[src/core/dcr_pkg.sv]
// Package for the device capability register block.
// Assumes a single core clock domain and a plain register port.
package dcr_pkg;
   localparam logic [7:0]  DCR_OFS_DEVCAP      = 8'hb4;
   localparam int          DCR_MPS_LSB         = 0;
   localparam logic [2:0]  DCR_MPS_RST         = 3'h1;
   localparam int          DCR_PHANTOM_LSB     = 3;
   localparam logic [1:0]  DCR_PHANTOM_RST     = 2'h0;
   localparam int          DCR_TAG8_BIT        = 5;
   localparam logic        DCR_TAG8_RST        = 1'b1;
   localparam int          DCR_L0S_LSB         = 6;
   localparam logic [2:0]  DCR_L0S_RST         = 3'h0;
   localparam int          DCR_L1_LSB          = 9;
   localparam logic [2:0]  DCR_L1_RST          = 3'h0;
   localparam int          DCR_ATTN_BTN_BIT    = 12;
   localparam int          DCR_ATTN_IND_BIT    = 13;
   localparam int          DCR_PWR_IND_BIT     = 14;
   localparam int          DCR_SPL_VAL_LSB     = 18;
   localparam logic [7:0]  DCR_SPL_VAL_RST     = 8'h00;
   localparam int          DCR_SPL_SCL_LSB     = 26;
   localparam logic [1:0]  DCR_SPL_SCL_RST     = 2'h0;

   typedef struct packed {
      logic       valid;
      logic [1:0] scale;
      logic [7:0] value;
   } dcr_spl_msg_s;
endpackage

[src/core/dcr_spl_capture.sv]
// Holds the captured slot power limit value and scale.
// Assumes a message strobe from the link layer, one cycle per message.
`timescale 1ns/100ps
`default_nettype none
module dcr_spl_capture
   import dcr_pkg::*;
(
   input  wire logic         clk,
   input  wire logic         rst_b,
   input  wire dcr_spl_msg_s msg,
   output logic [7:0]        value_q,
   output logic [1:0]        scale_q
);
   logic [7:0] value_d;
   logic [1:0] scale_d;

   always_comb
   begin
      value_d = value_q;
      scale_d = scale_q;
      if (msg.valid)
      begin
         value_d = msg.value;
         scale_d = msg.scale;
      end
   end

   always_ff @(posedge clk or negedge rst_b)
   begin
      if (!rst_b)
      begin
         value_q <= DCR_SPL_VAL_RST;
         scale_q <= DCR_SPL_SCL_RST;
      end
      else
      begin
         value_q <= value_d;
         scale_q <= scale_d;
      end
   end

   chk_spl_value_load : assert property (@(posedge clk) disable iff (!rst_b)
      msg.valid |=> value_q == $past(msg.value))
      else $error("Slot power value not captured");
   chk_spl_scale_load : assert property (@(posedge clk) disable iff (!rst_b)
      msg.valid |=> scale_q == $past(msg.scale))
      else $error("Slot power scale not captured");
   chk_spl_hold_idle : assert property (@(posedge clk) disable iff (!rst_b)
      !msg.valid |=> $stable(value_q) && $stable(scale_q))
      else $error("Slot power fields changed without a message");
endmodule
`default_nettype wire

[src/core/dcr_devcap.sv]
// Device capability register, read over a plain register port.
// Assumes the hot-plug strap and bridge direction are stable after reset
// and that slot power messages arrive decoded as one-cycle strobes.
//
// Functional notes
// Bits 2:0 report the maximum payload size code, fixed at 256 bytes.
// Bits 4:3 read zero because no phantom functions are supported.
// Bit 5 reads one to advertise 8-bit tag support.
// Bits 8:6 report the acceptable L0s exit latency code, reading 000.
// Bits 11:9 report the acceptable L1 exit latency code, reading 000.
// Bit 12 reads one only when hot-plug is strapped on in forward mode.
// Bits 13 and 14 follow the hot-plug strap.
// Reserved bits 17:15 and 31:28 read zero.
// A slot power limit message loads its value into bits 25:18, zero after reset.
// A slot power limit message loads its scale into bits 27:26, zero after reset.
// The upstream partner must send that message for bits 27:18 to become nonzero.
`timescale 1ns/100ps
`default_nettype none
module dcr_devcap
   import dcr_pkg::*;
(
   input  wire logic        CORE_CLK,
   input  wire logic        RST_B,
   input  wire logic [7:0]  ADDR,
   input  wire logic [31:0] WDATA,
   input  wire logic        WR,
   input  wire logic        RD,
   output logic      [31:0] RDATA,
   input  wire logic        HOTPLUG_STRAP,
   input  wire logic        FORWARD_MODE,
   input  wire logic        SPL_VALID,
   input  wire logic [7:0]  SPL_VALUE,
   input  wire logic [1:0]  SPL_SCALE
);
   logic [31:0]  rdata_q;
   logic [31:0]  rdata_d;
   logic         hp_q;
   logic         hp_d;
   logic         fwd_q;
   logic         fwd_d;
   logic [7:0]   spl_value;
   logic [1:0]   spl_scale;
   logic [31:0]  devcap;
   dcr_spl_msg_s spl_msg;

   assign spl_msg = '{valid: SPL_VALID, scale: SPL_SCALE, value: SPL_VALUE};

   dcr_spl_capture u_spl
   (
      .clk     (CORE_CLK),
      .rst_b   (RST_B),
      .msg     (spl_msg),
      .value_q (spl_value),
      .scale_q (spl_scale)
   );

   // Strap levels are registered after reset release, never loaded under reset
   always_comb
   begin
      hp_d  = HOTPLUG_STRAP;
      fwd_d = FORWARD_MODE;
   end

   always_ff @(posedge CORE_CLK or negedge RST_B)
   begin
      if (!RST_B)
      begin
         hp_q  <= 1'b0;
         fwd_q <= 1'b0;
      end
      else
      begin
         hp_q  <= hp_d;
         fwd_q <= fwd_d;
      end
   end

   // Register image; all bits read-only, writes ignored
   always_comb
   begin
      devcap = 32'h0000_0000;
      devcap[DCR_MPS_LSB +: 3] = DCR_MPS_RST;
      devcap[DCR_PHANTOM_LSB +: 2] = DCR_PHANTOM_RST;
      devcap[DCR_TAG8_BIT] = DCR_TAG8_RST;
      devcap[DCR_L0S_LSB +: 3] = DCR_L0S_RST;
      devcap[DCR_L1_LSB +: 3] = DCR_L1_RST;
      devcap[DCR_ATTN_BTN_BIT] = hp_q & fwd_q;
      devcap[DCR_ATTN_IND_BIT] = hp_q;
      devcap[DCR_PWR_IND_BIT] = hp_q;
      devcap[DCR_SPL_VAL_LSB +: 8] = spl_value;
      devcap[DCR_SPL_SCL_LSB +: 2] = spl_scale;
   end

   // Read data stands one cycle after the read strobe, zero otherwise
   always_comb
   begin
      rdata_d = 32'h0000_0000;
      if (RD && ADDR == DCR_OFS_DEVCAP)
      begin
         rdata_d = devcap;
      end
   end

   always_ff @(posedge CORE_CLK or negedge RST_B)
   begin
      if (!RST_B)
      begin
         rdata_q <= 32'h0000_0000;
      end
      else
      begin
         rdata_q <= rdata_d;
      end
   end

   assign RDATA = rdata_q;

   // Read path and strap checks
   chk_read_fixed_fields : assert property (@(posedge CORE_CLK) disable iff (!RST_B)
      RD && ADDR == DCR_OFS_DEVCAP |=> RDATA[11:0] == 12'h021)
      else $error("Fixed capability fields wrong");

   chk_read_payload_code : assert property (@(posedge CORE_CLK) disable iff (!RST_B)
      RD && ADDR == DCR_OFS_DEVCAP |=> RDATA[DCR_MPS_LSB +: 3] == DCR_MPS_RST)
      else $error("Payload size code wrong");

   chk_read_phantom_zero : assert property (@(posedge CORE_CLK) disable iff (!RST_B)
      RD |=> RDATA[4:3] == 2'h0)
      else $error("Phantom field not zero");

   chk_read_tag_bit : assert property (@(posedge CORE_CLK) disable iff (!RST_B)
      RD && ADDR == DCR_OFS_DEVCAP |=> RDATA[5])
      else $error("Tag support bit not set");

   chk_read_latency_zero : assert property (@(posedge CORE_CLK) disable iff (!RST_B)
      RD |=> RDATA[8:6] == 3'h0 && RDATA[11:9] == 3'h0)
      else $error("Latency fields not zero");

   chk_read_l0s_code : assert property (@(posedge CORE_CLK) disable iff (!RST_B)
      RD && ADDR == DCR_OFS_DEVCAP |=> RDATA[DCR_L0S_LSB +: 3] == DCR_L0S_RST)
      else $error("L0s latency code wrong");

   chk_read_l1_code : assert property (@(posedge CORE_CLK) disable iff (!RST_B)
      RD && ADDR == DCR_OFS_DEVCAP |=> RDATA[DCR_L1_LSB +: 3] == DCR_L1_RST)
      else $error("L1 latency code wrong");

   chk_read_button_bit : assert property (@(posedge CORE_CLK) disable iff (!RST_B)
      RD && ADDR == DCR_OFS_DEVCAP |=> RDATA[12] == $past(hp_q & fwd_q))
      else $error("Attention button bit wrong");

   chk_button_needs_fwd : assert property (@(posedge CORE_CLK) disable iff (!RST_B)
      RD && ADDR == DCR_OFS_DEVCAP && !fwd_q |=> !RDATA[DCR_ATTN_BTN_BIT])
      else $error("Attention button set outside forward mode");

   chk_button_needs_strap : assert property (@(posedge CORE_CLK) disable iff (!RST_B)
      RD && ADDR == DCR_OFS_DEVCAP && !hp_q |=> !RDATA[DCR_ATTN_BTN_BIT])
      else $error("Attention button set without hot-plug");

   chk_button_when_both : assert property (@(posedge CORE_CLK) disable iff (!RST_B)
      RD && ADDR == DCR_OFS_DEVCAP && hp_q && fwd_q |=> RDATA[DCR_ATTN_BTN_BIT])
      else $error("Attention button missing with hot-plug on");

   chk_fwd_sample : assert property (@(posedge CORE_CLK) disable iff (!RST_B)
      RST_B |=> fwd_q == $past(FORWARD_MODE))
      else $error("Bridge mode not sampled");

   chk_strap_sample : assert property (@(posedge CORE_CLK) disable iff (!RST_B)
      RST_B |=> hp_q == $past(HOTPLUG_STRAP))
      else $error("Hot-plug strap not sampled");

   chk_read_indicator_bits : assert property (@(posedge CORE_CLK) disable iff (!RST_B)
      RD && ADDR == DCR_OFS_DEVCAP |=> RDATA[14:13] == {2{$past(hp_q)}})
      else $error("Indicator bits do not follow strap");

   chk_indicator_needs_strap : assert property (@(posedge CORE_CLK) disable iff (!RST_B)
      RD && ADDR == DCR_OFS_DEVCAP && !hp_q |=> RDATA[14:13] == 2'h0)
      else $error("Indicator bits set without hot-plug");

   chk_indicator_when_strap : assert property (@(posedge CORE_CLK) disable iff (!RST_B)
      RD && ADDR == DCR_OFS_DEVCAP && hp_q |=> RDATA[14:13] == 2'h3)
      else $error("Indicator bits missing with hot-plug on");

   chk_read_reserved_zero : assert property (@(posedge CORE_CLK) disable iff (!RST_B)
      RD |=> RDATA[17:15] == 3'h0 && RDATA[31:28] == 4'h0)
      else $error("Reserved bits not zero");

   chk_read_unmapped_zero : assert property (@(posedge CORE_CLK) disable iff (!RST_B)
      RD && ADDR != DCR_OFS_DEVCAP |=> RDATA == 32'h0000_0000)
      else $error("Unmapped read not zero");

   chk_read_only_pulse : assert property (@(posedge CORE_CLK) disable iff (!RST_B)
      !RD |=> RDATA == 32'h0000_0000)
      else $error("Read data outside read cycle");

   chk_read_reset_zero : assert property (@(posedge CORE_CLK)
      !RST_B |=> RDATA == 32'h0000_0000)
      else $error("Read data not zero under reset");

   // Slot power checks
   chk_read_spl_fields : assert property (@(posedge CORE_CLK) disable iff (!RST_B)
      RD && ADDR == DCR_OFS_DEVCAP && !SPL_VALID |=> RDATA[27:18] == {spl_scale, spl_value})
      else $error("Slot power fields misread");

   chk_read_spl_value : assert property (@(posedge CORE_CLK) disable iff (!RST_B)
      RD && ADDR == DCR_OFS_DEVCAP |=> RDATA[DCR_SPL_VAL_LSB +: 8] == $past(spl_value))
      else $error("Slot power value misread");

   chk_read_spl_scale : assert property (@(posedge CORE_CLK) disable iff (!RST_B)
      RD && ADDR == DCR_OFS_DEVCAP |=> RDATA[DCR_SPL_SCL_LSB +: 2] == $past(spl_scale))
      else $error("Slot power scale misread");

   chk_write_ignored : assert property (@(posedge CORE_CLK) disable iff (!RST_B)
      WR && !SPL_VALID |=> $stable(spl_value) && $stable(spl_scale))
      else $error("Write changed read-only slot power fields");

   chk_spl_reset_value : assert property (@(posedge CORE_CLK)
      !RST_B |=> spl_value == DCR_SPL_VAL_RST)
      else $error("Slot power value not cleared by reset");

   chk_spl_reset_scale : assert property (@(posedge CORE_CLK)
      !RST_B |=> spl_scale == DCR_SPL_SCL_RST)
      else $error("Slot power scale not cleared by reset");
endmodule
`default_nettype wire

[config.mk]
export PLATFORM = sky130hd
export DESIGN_NAME = dcr_devcap
export DESIGN_NICKNAME = d
export VERILOG_FILES = /design/src/core/dcr_pkg.sv /design/src/core/dcr_spl_capture.sv /design/src/core/dcr_devcap.sv
export SDC_FILE = /design/constraint.sdc
export NUM_CORES = 1
export LEC_CHECK = 0
export ABC_AREA = 1
export BUFFER_PORTS_ARGS = -buffer_cell sky130_fd_sc_hd__buf_4
export CORE_ASPECT_RATIO = 0.8
export CORE_MARGIN = 2
export CORE_UTILIZATION = 38
export DETAILED_ROUTE_END_ITERATION = 6
export GPL_TIMING_DRIVEN = 1
export PLACE_DENSITY = 0.79
export SETUP_SLACK_MARGIN = 0.2
export SLEW_MARGIN = 40
export SYNTH_ARGS = -nofsm -noshare
export SYNTH_HDL_FRONTEND = slang
export SYNTH_HIERARCHICAL = 1
export SYNTH_SLANG_ARGS = --single-unit
[constraint.sdc]
create_clock -name CORE_CLK -period 0.8 [get_ports CORE_CLK]
set_input_delay 0 -clock CORE_CLK [delete_from_list [all_inputs] [get_ports CORE_CLK]]
set_output_delay 0 -clock CORE_CLK [all_outputs]
set_load 0.02 [all_outputs]
==> results.cfg, run 1 <==
[outcome]
status = finished with violations
violations = negative hold slack, negative setup slack

[die]
die-area_um2 = 3260
die_h_um = 51.5
die_x_um = 63.4
core_um2 = 2720
ios = 89
start_util_pct = 39.3
rows = 17

[placed_design]
io_buffers = 38
routabilityCongestion = 0.719
hpwlAfterDp_mm = 1.37

[yosys]
synth.cells.most_frequent = nand2_1 (34), dfrtp_1 (25), buf_4 (19)
async_flop_share_pct = 100
syn_area_um2 = 1070
synth_enable_flop_cells = 0
synthFlopType = dfrtp_1
synth.most_common_cell = nand2_1
ys_warn_count = 6
yosys-top-cells-area = dfrtp_1 (58%), buf_4 (13%), nand2_1 (12%)
synth_top_area_cell = dfrtp_1
synth-seq-area-share_pct = 58.4
ys_ff_latch = 25
yosysUniqueCellTypes = 11
synth_area_per_cell_um2 = 9.65
synth_top_area_share_pct = 58.4
syn_inst = 111

[detailed_routing]
drc = 0
drtPass1Iterations = 4
wl_per_cell_um = 10.1
routed_wl_mm = 2.03
detail-route-antenna-nets = 0
num_vias = 783
via_per_inst = 3.92
drt_iter0_drc = 24

[grt]
grt-ovfl-total = 0
grt_first_pass_wirelength_mm = 3.35
track_usage_pct = 14.0
antenna_found_initial = 0
grt_pass1_vias = 758
grt_max_degree = 26

[critical_path]
path_buf_inv = 1
crit_path_max_incr_delay_ns = 0.44
crit_fanout = 2
start_kind = register
cp_slowest_cell = dfrtp_2
worst-endpoint-arrival_ns = 0.88
crit_type = register to output port
crit_path_cell_trace = buf_6
cp.required_ns = 0.80
reg2reg_slack_ns = 0.18
crit_family = flip-flops
end_kind = output port

[timing]
hold_viol_final = 10
hold_ws_ns = -0.0255
period_share_pct = 110
drv_slew = 0
skew_ns = 0.00459
setup_ws_ns = -0.0760
fin_setup_tns_ns = -0.669
rsz0062_at_grt = yes
setup_viol = 15
fin_crit_ns = 0.876
fmax_ghz = 1.14

[clock_tree]
post_cts.repair.setup_buffers = 0
cts-root-buf = clkbuf_4
cts_buffers = 3
cts_hold_buf = 13
path_clk_slew_ns = 0.12
cts_tree = done
h-tree-depth = 1
clk_path_buf_depth = 2
clkLatencyLatePin_ns = 0.31
cts_sinks = 25

[cells_and_area]
antennaDiodeCount = 0
area.growth.synth_to_final_pct = 43.2
nNetsFinal = 220
fillers = 235
fin_util_pct = 56.3
drive_gt1_share_pct = 35.8

[power]
power_density_nw_per_um2 = 1440
power_leakage_nw = 0.842
power_w = 0.00221
irDropWorstVdd_mv = 0.574

[worst_hold_path]
hold_path_class = primary input to register

[flow_run]
maxCapViolCount = 0
registers in the layout, indices dropped and copies added, names as in the netlist:
name	cells
u_spl/value_q	8
hp_q	1
u_spl/scale_q	2
fwd_q	1
RDATA	13
cell type report:
| cell class | instances | area, um^2 | share of cell area (%) |
|---|---|---|---|
| Tap cell | 38 | 47.5 | 3.10 |
| Sequential cell | 25 | 628 | 40.9 |
| Timing Repair Buffer | 52 | 492 | 32.1 |
| Inverter | 14 | 52.6 | 3.43 |
| Multi-Input combinational cell | 67 | 288 | 18.8 |
| Clock buffer | 4 | 26.3 | 1.71 |
metal layers:
| metal | vias to the layer above | routed length (um) | global-route usage (%) |
|---|---|---|---|
| met5 | - | 0 | 0 |
| met4 | 0 | 80 | 11.2 |
| met3 | 6 | 108 | 1.54 |
| met2 | 30 | 1090 | 26.3 |
| met1 | 361 | 745 | 14.4 |
| li1 | 386 | - | - |
where the power goes:
group | switching, W | internal (W)
logic | 0.000187 | 0.000146
clock network | 0.000341 | 0.000195
registers | 0.0000294 | 0.00131
path summary, 6_finish.rpt:
path	startpoint	to	depth (start not counted)
setup / recovery	RDATA[14]$_DFF_PN0_	RDATA[13]	1
hold / removal	SPL_VALID	u_spl/value_q[2]$_DFFE_PN0P_	3
setup reg to reg	u_spl/value_q[7]$_DFFE_PN0P_	u_spl/value_q[7]$_DFFE_PN0P_	2
hold reg to reg	u_spl/scale_q[0]$_DFFE_PN0P_	u_spl/scale_q[0]$_DFFE_PN0P_	2
max in group asynchronous	RST_B	RDATA[5]$_DFF_PN0_	2
min in group asynchronous	RST_B	RDATA[22]$_DFF_PN0_	2
placed cells by master (no fill, tap or decap):
cell type | Yosys | layout
dfrtp_1 | 25 | 23
nor2_2 | 9 | 9
buf_4 | 19 | 23
buf_6 | 2 | 15
clkbuf_1 | 0 | 1
clkbuf_4 | 0 | 3
nand2_1 | 34 | 34
inv_2 | 1 | 3
nor2_4 | 1 | 1
buf_12 | 0 | 1
conb_1 | 1 | 17
dlygate4sd3_1 | 0 | 13
nor2_1 | 5 | 5
nand3_2 | 1 | 1
inv_1 | 13 | 11
dfrtp_2 | 0 | 2
metrics by stage:
| step | worst slack, ns | instance area [um^2] | instances |
|---|---|---|---|
| global placement | 0.0994 | 1320 | 183 |
| floorplan | 0.204 | 1130 | 127 |
| finish | -0.0760 | 1530 | 200 |
| global route | -0.121 | 1530 | 200 |
| detailed placement | 0.0945 | 1320 | 183 |
| CTS | -0.0896 | 1530 | 200 |
repair_timing:
action,in CTS,in global routing
gates resized for setup,16,1
setup endpoints to repair,29,37
endpoints found under the hold margin,37,7
pin swaps,8,11
cells by family (layout without fill, tap and decap cells):
group / Yosys count / count (layout) / synth area share [%]
simple gates: 50 / 50 / 20.9
buf+inv: 35 / 70 / 20.3
flops: 25 / 25 / 58.4
other cells: 1 / 17 / 0.350
No activity file was read; power rests on OpenSTA's default activity.
==> run 2, diff against run 1 <==
--- a/config.mk
+++ b/config.mk
@@ -12,7 +12,7 @@
 export CORE_UTILIZATION = 38
 export DETAILED_ROUTE_END_ITERATION = 6
 export GPL_TIMING_DRIVEN = 1
-export PLACE_DENSITY = 0.79
+export PLACE_DENSITY_LB_ADDON = 0.05
 export SETUP_SLACK_MARGIN = 0.2
 export SLEW_MARGIN = 40
 export SYNTH_ARGS = -nofsm -noshare
==> run 2 against run 1 <==
Compared with the run above: maximum frequency fell by 0.40%; setup slack got worse by 0.0035 ns; global-route usage fell by 1.4 points; wire length fell by 15%; sequential cell count did not move; first-iteration DRC count fell by 38%; clock power rose by 4.9%; the flow still finishes with violations (negative hold slack, negative setup slack); non-clock buffer count did not move; critical path depth did not move; cell count did not move; largest cell class unchanged; clock-buffer cell count fell by 1; critical path type unchanged; sequential share of layout area fell by 0.10 points.
==> results.cfg, run 2 (synthesis results as in run 1) <==
[clock_tree]
cts_tree = done
cts_sinks = 25
clkLatencyLatePin_ns = 0.32
cts_hold_buf = 13
clk_path_buf_depth = 2
cts-root-buf = clkbuf_4
cts_buffers = 3
path_clk_slew_ns = 0.14
h-tree-depth = 1
post_cts.repair.setup_buffers = 0

[critical_path]
crit_path_max_incr_delay_ns = 0.44
crit_fanout = 2
rr_startpoint = u_spl/value_q[6]$_DFFE_PN0P_
reg2reg_depth = 2
cp.required_ns = 0.80
worst-endpoint-arrival_ns = 0.88
end_kind = output port
cp-startpoint = RDATA[14]$_DFF_PN0_
start_kind = register
reg2reg_slack_ns = 0.19
path_buf_inv = 1
cp_slowest_cell = dfrtp_2
crit_family = flip-flops
crit_type = register to output port
crit_path_cell_trace = buf_6
r2r_end = u_spl/value_q[6]$_DFFE_PN0P_

[die]
core_um2 = 2720
rows = 17
ios = 89
die_h_um = 51.5
die_x_um = 63.4
die-area_um2 = 3260
start_util_pct = 39.3

[power]
power_leakage_nw = 0.841
internal-power_w = 0.00165
switching_share_pct = 25.9
power_w = 0.00223
pwr-share-seq_pct = 60.1
netSwitchingPower_w = 0.000578
irDropWorstVdd_mv = 0.688
clkPwrFrac_pct = 25.2
power_frac_comb_pct = 14.7
power_density_nw_per_um2 = 1450

[worst_hold_path]
hold_path_class = primary input to register
whs_path_depth = 3
min_to = u_spl/value_q[7]$_DFFE_PN0P_
min-delay-start = SPL_VALID

[timing]
period_share_pct = 110
setup_viol = 15
setup_ws_ns = -0.0796
rsz0062_at_grt = yes
hold_viol_final = 10
fin_crit_ns = 0.880
skew_ns = 0.00852
hold_ws_ns = -0.0412
fmax_ghz = 1.14
drv_slew = 0

[cells_and_area]
layout_common_cells = nand2_1 (34), dfrtp_1 (23), buf_4 (23)
drive_gt1_share_pct = 37.0
post-route-cell-area_um2 = 1540
antennaDiodeCount = 0
nNetsFinal = 220
largest_register_ffs = 13
area.growth.synth_to_final_pct = 43.6
finalNonFillerCells = 200
final_common_cell = nand2_1

[outcome]
violations = negative hold slack, negative setup slack
status = finished with violations

[placed_design]
io_buffers = 38
postPlaceCellArea_um2 = 1320
place_inst = 183
routabilityCongestion = 0.692
hpwlAfterDp_mm = 1.19

[grt]
grt-ovfl-total = 0
antenna_found_initial = 0
grt_first_pass_wirelength_mm = 3.15
track_usage_pct = 12.6
grt_pass1_vias = 763
grt_max_degree = 26

[detailed_routing]
wl_per_cell_um = 8.67
via_per_inst = 3.78
drt_iter0_drc = 15
num_vias = 755
drtPass1Iterations = 2
routed_wl_mm = 1.73
detail-route-antenna-nets = 0
drc = 0

[flow_run]
maxCapViolCount = 0
[run 2: timing repair]
action	in CTS	in global routing
endpoints found under the setup margin	19	37
hold endpoints to repair	37	9
pin swaps	3	10
resized for setup	16	2
[run 2: final cells by class]
| type | count | area [um^2] |
|---|---|---|
| Clock buffer | 3 | 22.5 |
| Clock inverter | 1 | 7.51 |
| Fill cell | 263 | 1180 |
| Inverter | 14 | 52.6 |
| Multi-Input combinational cell | 67 | 288 |
| Sequential cell | 25 | 628 |
| Tap cell | 38 | 47.5 |
| Timing Repair Buffer | 52 | 492 |
[run 2: how the worst max path moves through the flow]
stage                          end  cells past startpoint
2_1_floorplan            RDATA[14]                      1
3_3_place_gp   RDATA[14]$_DFF_PN0_                      7
3_5_place_dp   RDATA[14]$_DFF_PN0_                      7
4_1_cts                  RDATA[14]                      1
5_1_grt                   RDATA[5]                      1
6_report                 RDATA[14]                      1
[run 2: per-layer routing]
metal / part of all wire [%] / GRT usage (%)
met5: 0 / 0
met4: 0.69 / 5.07
met3: 6.6 / 2.86
met2: 53 / 25.1
met1: 40 / 12.7
[run 2: stage by stage]
stage          utilization (%)  TNS [ns]  setup WS (ns)
3_3_place_gp              48.5         0         0.0916
5_1_grt                   56.5     -1.40         -0.128
4_1_cts                   56.5     -1.10        -0.0987
3_5_place_dp              48.5         0         0.0846
6_report                  56.5    -0.754        -0.0796
2_1_floorplan                -         0          0.204
[run 2: power groups by stage]
stage                     combinational (W)  clock (W)  sequential (W)
after global placement             0.000275          0         0.00136
after global routing               0.000372   0.000639         0.00135
final                              0.000328   0.000562         0.00134
after detailed placement           0.000280          0         0.00136
after floorplan                    0.000223          0         0.00136
after CTS                          0.000331   0.000611         0.00134
==> run 3, diff against run 2 <==
--- a/config.mk
+++ b/config.mk
@@ -5,11 +5,10 @@
 export SDC_FILE = /design/constraint.sdc
 export NUM_CORES = 1
 export LEC_CHECK = 0
-export ABC_AREA = 1
 export BUFFER_PORTS_ARGS = -buffer_cell sky130_fd_sc_hd__buf_4
 export CORE_ASPECT_RATIO = 0.8
 export CORE_MARGIN = 2
-export CORE_UTILIZATION = 38
+export CORE_UTILIZATION = 39
 export DETAILED_ROUTE_END_ITERATION = 6
 export GPL_TIMING_DRIVEN = 1
 export PLACE_DENSITY_LB_ADDON = 0.05
==> run 3 against run 2 <==
Compared with the run above: the run still ends with negative hold slack, negative setup slack left; synthesized area is 8.5% higher; setup slack improved by 0.064 ns; core utilization is 1.2 points higher; critical endpoint unchanged; critical path depth is the same; global-route usage increased by 0.37 points; critical path type unchanged; register-to-register slack got worse by 0.18 ns; clock skew shrank 0.0072 ns.
==> results.cfg, run 3 <==
[critical_path]
crit_type = register to output port
start_kind = register
cp_slowest_cell = dfrtp_2
crit_family = flip-flops
crit_fanout = 2
cp.required_ns = 0.80
crit_path_cell_trace = buf_6
path_buf_inv = 1
crit_path_max_incr_delay_ns = 0.42
worst-endpoint-arrival_ns = 0.82
end_kind = output port

[cells_and_area]
final_common_cell = dfrtp_1
nNetsFinal = 185
drive_gt1_share_pct = 56.7
largest_register_ffs = 13
area.growth.synth_to_final_pct = 39.3
layout_common_cells = dfrtp_1 (23), buf_4 (21), buf_6 (19)
antennaDiodeCount = 0
fillers = 236
fin_util_pct = 57.7

[power]
internal-power_w = 0.00186
power_frac_comb_pct = 16.3
power_w = 0.00247
irDropWorstVdd_mv = 1.05
power_density_nw_per_um2 = 1530
clkPwrFrac_pct = 28.9
power_leakage_nw = 0.796
pwr-share-seq_pct = 54.8
switching_share_pct = 24.8
netSwitchingPower_w = 0.000612

[worst_hold_path]
hold_path_class = primary input to register

[grt]
track_usage_pct = 13.0
grt-ovfl-total = 0
grt_pass1_vias = 695
antenna_found_initial = 0
grt_first_pass_wirelength_mm = 3.25
grt_max_degree = 26

[placed_design]
hpwlAfterDp_mm = 1.33
routabilityCongestion = 0.690
io_buffers = 38

[yosys]
synthFlopType = dfrtp_1
synth.most_common_cell = dfrtp_1
synth_enable_flop_cells = 0
syn_inst = 86
synth_top_area_share_pct = 53.8
syn_area_um2 = 1160
yosys-top-cells-area = dfrtp_1 (54%), mux2_4 (13%), buf_4 (12%)
synth_area_per_cell_um2 = 13.5
synth-seq-area-share_pct = 53.8
ys_ff_latch = 25
ys_warn_count = 6
synth_top_area_cell = dfrtp_1
async_flop_share_pct = 100
synth.cells.most_frequent = dfrtp_1 (25), buf_4 (19), inv_1 (11)
yosysUniqueCellTypes = 14

[detailed_routing]
drtPass1Iterations = 4
drt_iter0_drc = 11
num_vias = 720
detail-route-antenna-nets = 0
via_per_inst = 4.36
drc = 0
routed_wl_mm = 1.95
wl_per_cell_um = 11.8

[die]
die-area_um2 = 3440
ios = 89
core_um2 = 2810
die_h_um = 52.8
rows = 17
start_util_pct = 41.4
die_x_um = 65.0

[clock_tree]
cts_hold_buf = 3
cts-root-buf = clkbuf_8
path_clk_slew_ns = 0.08
cts_sinks = 25
cts_buffers = 3
clkLatencyLatePin_ns = 0.26
h-tree-depth = 1
clk_path_buf_depth = 2
cts_tree = done

[timing]
hold_ws_ns = -0.0379
period_share_pct = 102
setup_ws_ns = -0.0154
rsz0062_at_grt = yes
hold_viol_final = 10
fmax_ghz = 1.23
drv_slew = 0
skew_ns = 0.00136
setup_viol = 4
fin_crit_ns = 0.815

[outcome]
status = finished with violations
violations = negative hold slack, negative setup slack

[flow_run]
maxCapViolCount = 0
## run 3: changes by cell type after synthesis, sizes merged
cell / previous run / this run
buf: 21 / 23
mux2: 0 / 10
nor2: 15 / 0
nor3: 0 / 1
inv: 14 / 11
nand4: 0 / 1
nand3: 1 / 0
nor4: 0 / 12
or4b: 0 / 1
nand2: 34 / 1
## run 3: metrics by stage
stage                     hold slack [ns]  TNS, ns  setup WS (ns)  cells  instance area, um^2
after CTS                         -0.0481   -0.102        -0.0266    164                 1580
after global placement            -0.0821    -4.11         -0.367    156                 1390
final                             -0.0379  -0.0568        -0.0154    165                 1620
after floorplan                    -0.296    -2.00         -0.185    102                 1220
after global routing              -0.0551   -0.350        -0.0412    165                 1620
after detailed placement          -0.0812    -4.09         -0.367    156                 1390
## run 3: cell families (layout without fill, tap and decap cells)
kind of cell           after synthesis  after routing  share of synthesized area, %
buffers and inverters               34             58                          18.4
flip-flops                          25             25                          53.8
AND/OR/NAND/NOR                     16             17                          14.5
multiplexers                        10             10                          12.9
other                                1             17                         0.323
## run 3: timing repair
item / in CTS / in global routing
buffers inserted: 0 / 1
resized for setup: 26 / 4
pin swaps: 6 / 8
endpoints found under the setup margin: 38 / 38
endpoints found under the hold margin: 37 / 10
cloned: 1 / 0
## run 3: worst paths after layout
path	cells after the start	to	slack, ns	start
setup / recovery	1	RDATA[14]	-0.02	RDATA[14]$_DFF_PN0_
hold / removal	2	u_spl/scale_q[0]$_DFFE_PN0P_	-0.04	SPL_SCALE[0]
setup reg to reg	2	RDATA[12]$_DFF_PN0_	0.01	hp_q$_DFF_PN0_
hold reg to reg	1	u_spl/value_q[7]$_DFFE_PN0P_	0.52	u_spl/value_q[7]$_DFFE_PN0P_
max in group asynchronous	2	RDATA[5]$_DFF_PN0_	0.38	RST_B
min in group asynchronous	2	u_spl/scale_q[1]$_DFFE_PN0P_	0.16	RST_B
## run 3: layer usage
layer,share of wire [%],vias to the layer above,global-route usage [%],routed length [um]
li1,-,332,-,-
met3,9.7,5,3.44,190
met2,48,46,22.9,928
met1,41,337,15.2,803
met5,0,-,0,0
met4,1.4,0,5.21,28
## run 3: power groups by stage
stage / logic [W] / clock network, W / registers (W)
CTS: 0.000389 / 0.000748 / 0.00135
floorplan: 0.000293 / 0 / 0.00137
global route: 0.000432 / 0.000797 / 0.00136
detailed placement: 0.000352 / 0 / 0.00138
global placement: 0.000347 / 0 / 0.00137
finish: 0.000403 / 0.000714 / 0.00135
## run 3: final cells by class
type                    count  area (um^2)  share of cell area [%]
clock buffers               4         45.0                    2.78
inverters                  11         41.3                    2.55
multi-input cells          44          455                    28.1
flip-flops and latches     25          628                    38.8
well taps                  38         47.5                    2.94
repair buffers             43          402                    24.8
